`src/ieap_pkg.sv`:
```
// Package for the interrupt entry and external pin block
package ieap_pkg;
    localparam int NUM_VEC = 32;
    localparam logic [15:0] VEC_BASE = 16'hffc0;
    localparam logic [15:0] VEC_TOP = 16'hfffe;
    localparam logic [4:0] VEC_SWI = 5'h01;
    localparam logic [4:0] VEC_PIN = 5'h02;
    localparam logic [4:0] VEC_FIRST_HW = 5'h03;
    localparam logic [4:0] VEC_LAST_HW = 5'h16;
    localparam logic [4:0] VEC_FIRST_USER = 5'h17;
    localparam logic [7:0] SP_RESET = 8'hff;
    localparam logic [1:0] FILL_BYTES = 2'h3;
    localparam logic [2:0] FRAME_BYTES = 3'h5;
    localparam logic [7:0] CCR_RESET = 8'h08;
    localparam int CCR_MASK_BIT = 3;

    typedef enum logic [3:0] {
        IEAP_IDLE = 4'b0000,
        IEAP_PUSH = 4'b0001,
        IEAP_VECH = 4'b0010,
        IEAP_VECL = 4'b0011,
        IEAP_FILL = 4'b0100,
        IEAP_POP = 4'b0101,
        IEAP_RUN = 4'b0110
    } ieap_state_e;

    typedef struct packed {
        logic pin_request_enable;
        logic pin_polarity_select;
        logic edge_level_mode_select;
        logic pin_request_irq_enable;
        logic pin_pull_disable;
    } ieap_pin_cfg_s;

    typedef struct packed {
        logic [7:0] prog_counter_high;
        logic [7:0] prog_counter_low;
        logic [7:0] x_reg;
        logic [7:0] a_reg;
        logic [7:0] condition_code_byte;
    } ieap_frame_s;
endpackage : ieap_pkg

```
`src/ieap_core.sv`:
```
// Interrupt entry, return and vector selection sequencer
// Behaviour
// - Entry pushes low PC byte first, condition byte last; pointer ends below.
// - Saved PC is the next main-program instruction address.
// - Index high byte is never part of the saved frame.
// - Return pops in reverse order then fetches three program bytes.
// - Enabled pin is watched by clocked edge or edge-and-level logic.
// - Enabled pin wakes the device in stop mode without clocks.
// - Pin detection only while pin enable equals one.
// - Configuration picks polarity, sensing mode, and interrupt or poll only.
// - Rising polarity turns the internal pull device into a pulldown.
// - Pin level visible to branch-on-pin-level instructions.
// - Edge-and-level flag sets on edge, stays set while pin asserted.
// - Vector high byte at first address, low byte at next.
// - Lower vector number has higher priority; highest pending served first.
// - Event sets flag; request only with local enable set.
// - Mask clear: finish instruction, push five bytes, set mask, fetch vector.
// - Fixed assignment of vectors one to twenty-two.
// - Vectors twenty-three to thirty-one stay unassigned.
// - Global mask set after reset.
// - Polarity zero falling or low, one rising or high.
// - Pull disable bit switches off internal pull device.
`timescale 1ns/1ps
module ieap_core (
    // Clock and reset
    input wire logic mclk,
    input wire logic rst,
    // Core status
    input wire logic instr_done,
    input wire logic [15:0] next_pc,
    input wire logic [7:0] acc_in,
    input wire logic [7:0] index_low_in,
    input wire logic [7:0] ccr_in,
    input wire logic ccr_load,
    input wire logic swi_req,
    input wire logic rti_req,
    // Peripheral sources, index equals vector number
    input wire logic [31:0] src_flag,
    input wire logic [31:0] src_enable,
    // External pin
    input wire logic pin_in,
    input wire ieap_pkg::ieap_pin_cfg_s pin_cfg,
    input wire logic pin_flag_clear,
    input wire logic stop_mode,
    // Memory bus
    output logic mem_read,
    output logic mem_write,
    output logic [15:0] mem_addr,
    output logic [7:0] mem_wdata,
    input wire logic [7:0] mem_rdata,
    // Results
    output logic [15:0] pc_out,
    output logic [7:0] sp_out,
    output logic [7:0] ccr_out,
    output logic [7:0] acc_out,
    output logic [7:0] index_low_out,
    output logic busy,
    output logic irq_pending,
    output logic [4:0] active_vector,
    output logic pin_request_flag,
    output logic branch_if_pin_high,
    output logic branch_if_pin_low,
    output logic pin_wake,
    output logic pull_enable,
    output logic pull_down
);
    ieap_pkg::ieap_state_e state_reg;
    ieap_pkg::ieap_state_e state_next;
    ieap_pkg::ieap_frame_s frame_reg;
    logic [7:0] sp_reg;
    logic [7:0] ccr_reg;
    logic [15:0] pc_reg;
    logic [2:0] cnt_reg;
    logic [4:0] vec_reg;
    logic [31:0] req;
    logic [4:0] win_vec;
    logic win_found;
    logic pin_level;
    logic take_irq;
    logic [15:0] vec_addr;
    logic [7:0] push_byte;
    logic [7:0] pop_addr;
    logic [7:0] push_addr;

    ieap_pin_detect u_pin (
        .mclk(mclk),
        .rst(rst),
        .pin_in(pin_in),
        .cfg(pin_cfg),
        .stop_mode(stop_mode),
        .flag_clear(pin_flag_clear),
        .pin_request_flag(pin_request_flag),
        .pin_level(pin_level),
        .pin_wake(pin_wake),
        .pull_enable(pull_enable),
        .pull_down(pull_down)
    );

    // Request vector: pin flag poll only unless its enable is set
    genvar gi;
    generate
        for (gi = 0; gi < ieap_pkg::NUM_VEC; gi++) begin : g_req
            if (gi == ieap_pkg::VEC_PIN) begin : g_pin
                assign req[gi] = pin_request_flag &
                    pin_cfg.pin_request_irq_enable;
            end else if (gi >= ieap_pkg::VEC_FIRST_HW &&
                gi <= ieap_pkg::VEC_LAST_HW) begin : g_hw
                assign req[gi] = src_flag[gi] & src_enable[gi];
            end else begin : g_none
                assign req[gi] = 1'b0;
            end
        end
    endgenerate

    // Lowest number wins
    always_comb begin
        win_vec = 5'h00;
        win_found = 1'b0;
        for (int i = ieap_pkg::NUM_VEC - 1; i >= 1; i--) begin
            if (req[i]) begin
                win_vec = 5'(i);
                win_found = 1'b1;
            end
        end
    end

    assign irq_pending = win_found;
    assign take_irq = instr_done & win_found &
        ~ccr_reg[ieap_pkg::CCR_MASK_BIT];
    assign vec_addr = ieap_pkg::VEC_TOP - {10'h000, vec_reg, 1'b0};
    // Push order: PROG_COUNTER_LOW, PROG_COUNTER_HIGH, X, A, CONDITION_CODE_BYTE; index high never included
    assign push_byte = (cnt_reg == 3'h0) ? frame_reg.prog_counter_low :
        (cnt_reg == 3'h1) ? frame_reg.prog_counter_high :
        (cnt_reg == 3'h2) ? frame_reg.x_reg :
        (cnt_reg == 3'h3) ? frame_reg.a_reg :
        frame_reg.condition_code_byte;
    assign push_addr = sp_reg;
    assign pop_addr = sp_reg + 8'h01;
    assign branch_if_pin_high = pin_cfg.pin_request_enable & pin_level;
    assign branch_if_pin_low = pin_cfg.pin_request_enable & ~pin_level;

    always_comb begin
        state_next = state_reg;
        case (state_reg)
            ieap_pkg::IEAP_IDLE: begin
                if (take_irq || (instr_done && swi_req)) begin
                    state_next = ieap_pkg::IEAP_PUSH;
                end else if (instr_done && rti_req) begin
                    state_next = ieap_pkg::IEAP_POP;
                end
            end
            ieap_pkg::IEAP_PUSH: begin
                if (cnt_reg == ieap_pkg::FRAME_BYTES - 3'h1) begin
                    state_next = ieap_pkg::IEAP_VECH;
                end
            end
            ieap_pkg::IEAP_VECH: state_next = ieap_pkg::IEAP_VECL;
            ieap_pkg::IEAP_VECL: state_next = ieap_pkg::IEAP_FILL;
            ieap_pkg::IEAP_POP: begin
                if (cnt_reg == ieap_pkg::FRAME_BYTES - 3'h1) begin
                    state_next = ieap_pkg::IEAP_FILL;
                end
            end
            ieap_pkg::IEAP_FILL: begin
                if (cnt_reg == {1'b0, ieap_pkg::FILL_BYTES} - 3'h1) begin
                    state_next = ieap_pkg::IEAP_IDLE;
                end
            end
            default: state_next = ieap_pkg::IEAP_IDLE;
        endcase
    end

    // Memory strobes
    assign mem_write = (state_reg == ieap_pkg::IEAP_PUSH);
    assign mem_read = (state_reg == ieap_pkg::IEAP_VECH) ||
        (state_reg == ieap_pkg::IEAP_VECL) ||
        (state_reg == ieap_pkg::IEAP_POP) ||
        (state_reg == ieap_pkg::IEAP_FILL);
    assign mem_wdata = push_byte;
    assign mem_addr =
        (state_reg == ieap_pkg::IEAP_PUSH) ? {8'h00, push_addr} :
        (state_reg == ieap_pkg::IEAP_VECH) ? vec_addr :
        (state_reg == ieap_pkg::IEAP_VECL) ? vec_addr + 16'h0001 :
        (state_reg == ieap_pkg::IEAP_POP) ? {8'h00, pop_addr} :
        (state_reg == ieap_pkg::IEAP_FILL) ? pc_reg + {13'h0000, cnt_reg} :
        16'h0000;

    assign busy = (state_reg != ieap_pkg::IEAP_IDLE);
    assign pc_out = pc_reg;
    assign sp_out = sp_reg;
    assign ccr_out = ccr_reg;
    assign acc_out = frame_reg.a_reg;
    assign index_low_out = frame_reg.x_reg;
    assign active_vector = vec_reg;

    always_ff @(posedge mclk) begin
        if (rst) begin
            state_reg <= ieap_pkg::IEAP_IDLE;
            sp_reg <= ieap_pkg::SP_RESET;
            ccr_reg <= ieap_pkg::CCR_RESET;
            pc_reg <= 16'h0000;
            cnt_reg <= 3'h0;
            vec_reg <= 5'h00;
            frame_reg <= '0;
        end else begin
            state_reg <= state_next;
            cnt_reg <= (state_next != state_reg) ? 3'h0 : cnt_reg + 3'h1;
            case (state_reg)
                ieap_pkg::IEAP_IDLE: begin
                    if (ccr_load) begin
                        ccr_reg <= ccr_in;
                    end
                    if (state_next == ieap_pkg::IEAP_PUSH) begin
                        // Saved PC is the instruction that would run next
                        frame_reg <= {next_pc, index_low_in, acc_in,
                            ccr_reg};
                        vec_reg <= take_irq ? win_vec :
                            ieap_pkg::VEC_SWI;
                    end
                end
                ieap_pkg::IEAP_PUSH: begin
                    sp_reg <= sp_reg - 8'h01;
                    if (state_next == ieap_pkg::IEAP_VECH) begin
                        ccr_reg[ieap_pkg::CCR_MASK_BIT] <= 1'b1;
                    end
                end
                ieap_pkg::IEAP_VECH: pc_reg[15:8] <= mem_rdata;
                ieap_pkg::IEAP_VECL: pc_reg[7:0] <= mem_rdata;
                ieap_pkg::IEAP_POP: begin
                    sp_reg <= pop_addr;
                    // Reverse order: CONDITION_CODE_BYTE, A, X, PROG_COUNTER_HIGH, PROG_COUNTER_LOW
                    if (cnt_reg == 3'h0) begin
                        ccr_reg <= mem_rdata;
                    end else if (cnt_reg == 3'h1) begin
                        frame_reg.a_reg <= mem_rdata;
                    end else if (cnt_reg == 3'h2) begin
                        frame_reg.x_reg <= mem_rdata;
                    end else if (cnt_reg == 3'h3) begin
                        pc_reg[15:8] <= mem_rdata;
                    end else begin
                        pc_reg[7:0] <= mem_rdata;
                    end
                end
                default: begin
                end
            endcase
        end
    end
endmodule : ieap_core

```
`src/ieap_pin_detect.sv`:
```
// External request pin detector with synchroniser and async wake path
`timescale 1ns/1ps
module ieap_pin_detect (
    // Clock and reset
    input wire logic mclk,
    input wire logic rst,
    // Pin and configuration
    input wire logic pin_in,
    input wire ieap_pkg::ieap_pin_cfg_s cfg,
    input wire logic stop_mode,
    input wire logic flag_clear,
    // Status
    output logic pin_request_flag,
    output logic pin_level,
    output logic pin_wake,
    output logic pull_enable,
    output logic pull_down
);
    logic sync1_reg;
    logic sync2_reg;
    logic prev_reg;
    logic flag_reg;
    logic asserted;
    logic edge_seen;
    logic level_hold;
    logic flag_next;

    assign asserted = cfg.pin_request_enable &
        (sync2_reg ~^ cfg.pin_polarity_select);
    assign edge_seen = asserted & ~prev_reg;
    assign level_hold = asserted & cfg.edge_level_mode_select;
    assign flag_next = edge_seen | level_hold |
        (flag_reg & ~flag_clear);
    // Raw pin combined with enable, polarity and stop mode only: no clock needed while stopped
    assign pin_wake = stop_mode & cfg.pin_request_enable &
        (pin_in ~^ cfg.pin_polarity_select);
    assign pin_request_flag = flag_reg;
    assign pin_level = sync2_reg;
    assign pull_enable = cfg.pin_request_enable & ~cfg.pin_pull_disable;
    assign pull_down = cfg.pin_polarity_select;

    always_ff @(posedge mclk) begin
        sync1_reg <= pin_in;
        sync2_reg <= sync1_reg;
        if (rst) begin
            prev_reg <= 1'b0;
            flag_reg <= 1'b0;
        end else begin
            prev_reg <= asserted;
            flag_reg <= cfg.pin_request_enable & flag_next;
        end
    end
endmodule : ieap_pin_detect

```
`config.mk`:
```
export PLATFORM = sky130hd
export DESIGN_NAME = ieap_core
export DESIGN_NICKNAME = d
export VERILOG_FILES = /design/src/ieap_pkg.sv /design/src/ieap_core.sv /design/src/ieap_pin_detect.sv
export SDC_FILE = /design/constraint.sdc
export NUM_CORES = 1
export LEC_CHECK = 0
export BUFFER_PORTS_ARGS = -buffer_cell sky130_fd_sc_hd__buf_2
export CAP_MARGIN = 20
export CORE_ASPECT_RATIO = 0.5
export CORE_MARGIN = 4
export CORE_UTILIZATION = 35
export CTS_BUF_LIST = sky130_fd_sc_hd__clkbuf_16
export DETAILED_ROUTE_END_ITERATION = 8
export PLACE_DENSITY_LB_ADDON = 0.12
export SYNTH_ARGS = -nofsm -noshare
export SYNTH_HDL_FRONTEND = slang
export SYNTH_SLANG_ARGS = --single-unit
```
`constraint.sdc`:
```
create_clock -name mclk -period 3.1 [get_ports mclk]
set_clock_uncertainty 0.05 [all_clocks]
set_input_delay 0 -clock mclk [delete_from_list [all_inputs] [get_ports mclk]]
set_output_delay 0 -clock mclk [all_outputs]
set_load 0.1 [all_outputs]
```
==> results.md <==
* Clock root buffer master: clkbuf_16
* Actual slew at the worst max-slew pin at 0.755 ns
* CTS sink count at 88
* Final Util at 0.476
* Setup TNS at 0 ns
* Failing checks: hold timing
* Vias in the first global route at 5827
* Router iterations before antenna repair at 5
* M1 GR Usage at 0.298
* Critical path class: reg -> reg
* Post-CTS Setup Inserts at 0
* Average wire per standard cell at 17.4 µm
* Synth-to-layout area growth at 33.0%
* Final hold slack at -0.000372 ns
* Initial antenna violation count at 0
* Num rows at 32
* # diodes at 0
* Power Total at 3260 µW
* First-pass GRT wire length at 31100 µm
* IO buf count at 188
* Drt initial violations at 370
* Die X at 186 µm
* Layout Nets at 1057
* Critical path's slowest cell: dlygate4sd3_1
* CP Cell Sequence: inv_1 -> ha_1 -> nand2_1 -> buf_4 -> o2bb2ai_1 -> a21oi_1 -> buf_4 -> nor2_1 -> a311oi_1 -> dlygate4sd3_1
* Yosys cell types at 73
* Int Power at 2060 µW
* Finished Layout Cells at 1129
* Worst Path Buf+Inv at 4
* Switch share at 0.369
* Fill count at 1583
* Clock power share at 0.346
* Num ports at 213
* Synth Flop Type: dfxtp_1
* Register area share after synthesis at 0.319
* Placed insts at 1069
* Met2 usage at 0.340
* Largest register FFs at 24
* NetSw at 1210 µW
* Worst endpoint data arrival time at 3.13 ns
* Post-route ant nets at 0
* Syn Area/Cell at 7.61 µm²
* GP Congestion at 0.820
* Critical path's top delay family: buffers and inverters
* Synthesized area at 0.00552 mm²
* Post-synth EDFFs at 0
* Max clock buf depth at 2
* Core area at 0.0154 mm²
* Seq cells post-synth at 88
* DR vias/cell at 5.29
* Min cycle time layout at 2.89 ns
* Leak at 0.00310 µW
* P per Cell Area at 445 mW/mm²
* Layer with the highest usage: met2
* CP required at 3.34 ns
* CTS Buf Count at 9
* Worst Setup Start Kind: flip-flop
* Crit-path max FO at 14
* Register share of total power at 0.373
* Hold Path Class: in -> reg
* Initial Util at 0.358
* Combinational power share at 0.280
* CTS clock-pin slew for the worst setup and hold paths at 0.07 ns
* VDD IR max at 0.000278 V
* DRC errors left at 0
* Routed vias at 5969
* Congestion Overflow GR at 0
* RSZ-0062 raised after global routing: no
* Die extent in y at 96.8 µm
* Outcome: finished with violations
* Slew HR at 0.497
* Largest net degree at the start of global routing at 51
* Final hold violations at 1
* CTS tree: yes
* Total GRT Usage at 0.215
* Clk Latency, worst-skew pair at 0.34 ns
* Tcrit/Tclk final at 0.934
* Crit path top cell by count: buf_4
* Max-slew violations at 0
* Max cap viols at 0
* Syn nets at 862
* Total wire length at 19700 µm
* Die area at 0.0180 mm²
* Critical path endpoint category: flip-flop
* Met3 usage at 0.0556
* Largest stage delay, worst path at 0.58 ns
* H-tree depth at 3
* Dpl hpwl at 14800 µm
* Synthesis Warnings at 0
* Post-Synthesis Cells at 725
* FMAX at 0.346 GHz
* Final setup fails at 0
* Layout cells sized above 1 at 0.278
* Async SR Flop Fraction at 0
-- final timing paths --
path | start | end | slack, ns | cells after the start
worst max-delay path | cnt_reg[0] | ccr_out[2] | 0.21 | 10
worst min-delay path | index_low_in[3] | index_low_out[3] | -0.0004 | 5
worst max register to register | cnt_reg[0] | ccr_out[2] | 0.21 | 10
worst min register to register | u_pin.sync1_reg | u_pin.pin_level | 0.28 | 0
-- logic make-up (layout without fill, tap and decap cells) --
| group | after synthesis | in the layout | synth area share |
|---|---|---|---|
| compound gates | 227 | 227 | 0.277 |
| xor+xnor | 25 | 25 | 0.0397 |
| mux | 27 | 27 | 0.0490 |
| simple gates | 259 | 259 | 0.214 |
| buf+inv | 87 | 287 | 0.0739 |
| other cells | 1 | 1 | 0.000679 |
| flops | 88 | 88 | 0.319 |
| fa+ha+maj | 11 | 11 | 0.0263 |
-- final cells by class --
class,instances,area (µm²),share of cell area
multi-input combinational,550,3430,0.467
sequential,88,1760,0.240
timing repair buffer,249,1510,0.206
tap,204,255,0.0348
clock buffer,9,225,0.0307
inverter,22,82.6,0.0112
clock inverter,7,80.1,0.0109
-- synth_stat cells (3+ instances only) --
cell type	instances	share of area
a211oi_1	8	0.011
a21o_1	5	0.0068
a21oi_1	65	0.059
a221oi_1	7	0.011
a221oi_2	3	0.0082
a22o_1	3	0.0048
a22oi_1	14	0.019
a311oi_1	15	0.024
a31oi_1	3	0.0034
a32o_1	3	0.0054
and3_1	3	0.0034
buf_2	8	0.0073
buf_4	17	0.023
clkbuf_1	38	0.026
dfxtp_1	88	0.32
ha_1	10	0.023
inv_1	22	0.015
mux2i_1	27	0.049
nand2_1	114	0.078
nand2b_1	7	0.0079
nand3_1	11	0.010
nand4_1	6	0.0068
nor2_1	72	0.049
nor2b_1	7	0.0079
nor3_1	8	0.0073
nor4_1	7	0.0079
o21a_1	9	0.012
o21ai_0	52	0.047
o221ai_1	3	0.0048
o22ai_1	10	0.011
or3_1	4	0.0045
xnor2_1	15	0.024
xor2_1	10	0.016
-- through the flow --
| step | setup WS (ns) | cell area (µm²) |
|---|---|---|
| floorplan | 0.0308 | 5590 |
| global placement | 0.567 | 6590 |
| detailed placement | 0.494 | 6590 |
| CTS | 0.188 | 7340 |
| global route | 0.0413 | 7340 |
| finish | 0.206 | 7340 |
-- per-layer routing --
| layer | wire, µm | up-vias |
|---|---|---|
| met5 | 0 | - |
| met4 | 167 | 0 |
| met3 | 1400 | 13 |
| met2 | 8870 | 188 |
| met1 | 9250 | 2783 |
| li1 | - | 2985 |
-- power by group through the flow --
stage,Combinational (µW),Sequential [µW],Clock [µW]
floorplan,576,1320,0
detailed placement,864,1250,0
finish,915,1220,1130
global placement,860,1250,0
CTS,914,1220,1150
global route,977,1230,1200
-- cells in the final DEF, fill, tap and decap left out, drive strengths merged, types with 10 or more instances in the layout --
master       synthesis  final
mux2i               27     27
xnor2               15     15
ha                  10     10
o21ai               55     55
xor2                10     10
a311oi              15     15
inv                 22     23
o22ai               10     10
nor2                72     72
a21oi               67     67
nand3               12     12
dfxtp               88     88
dlygate4sd3          0     44
nand2              114    114
a22oi               14     14
a221oi              10     10
buf                 27    205
-- worst min-delay path, stage by stage --
cell	delay, ns
buf_2	0.10
o21ai_0	0.06
a21oi_1	0.04
o21ai_0	0.06
a221oi_1	0.07
-- what timing repair did --
action / CTS / global route
gates resized for setup: 0 / 1
hold endpoints to repair: 50 / 0
hold buffers: 44 / 0
setup endpoints to repair: 0 / 4
(Power assumes the default switching activity.)
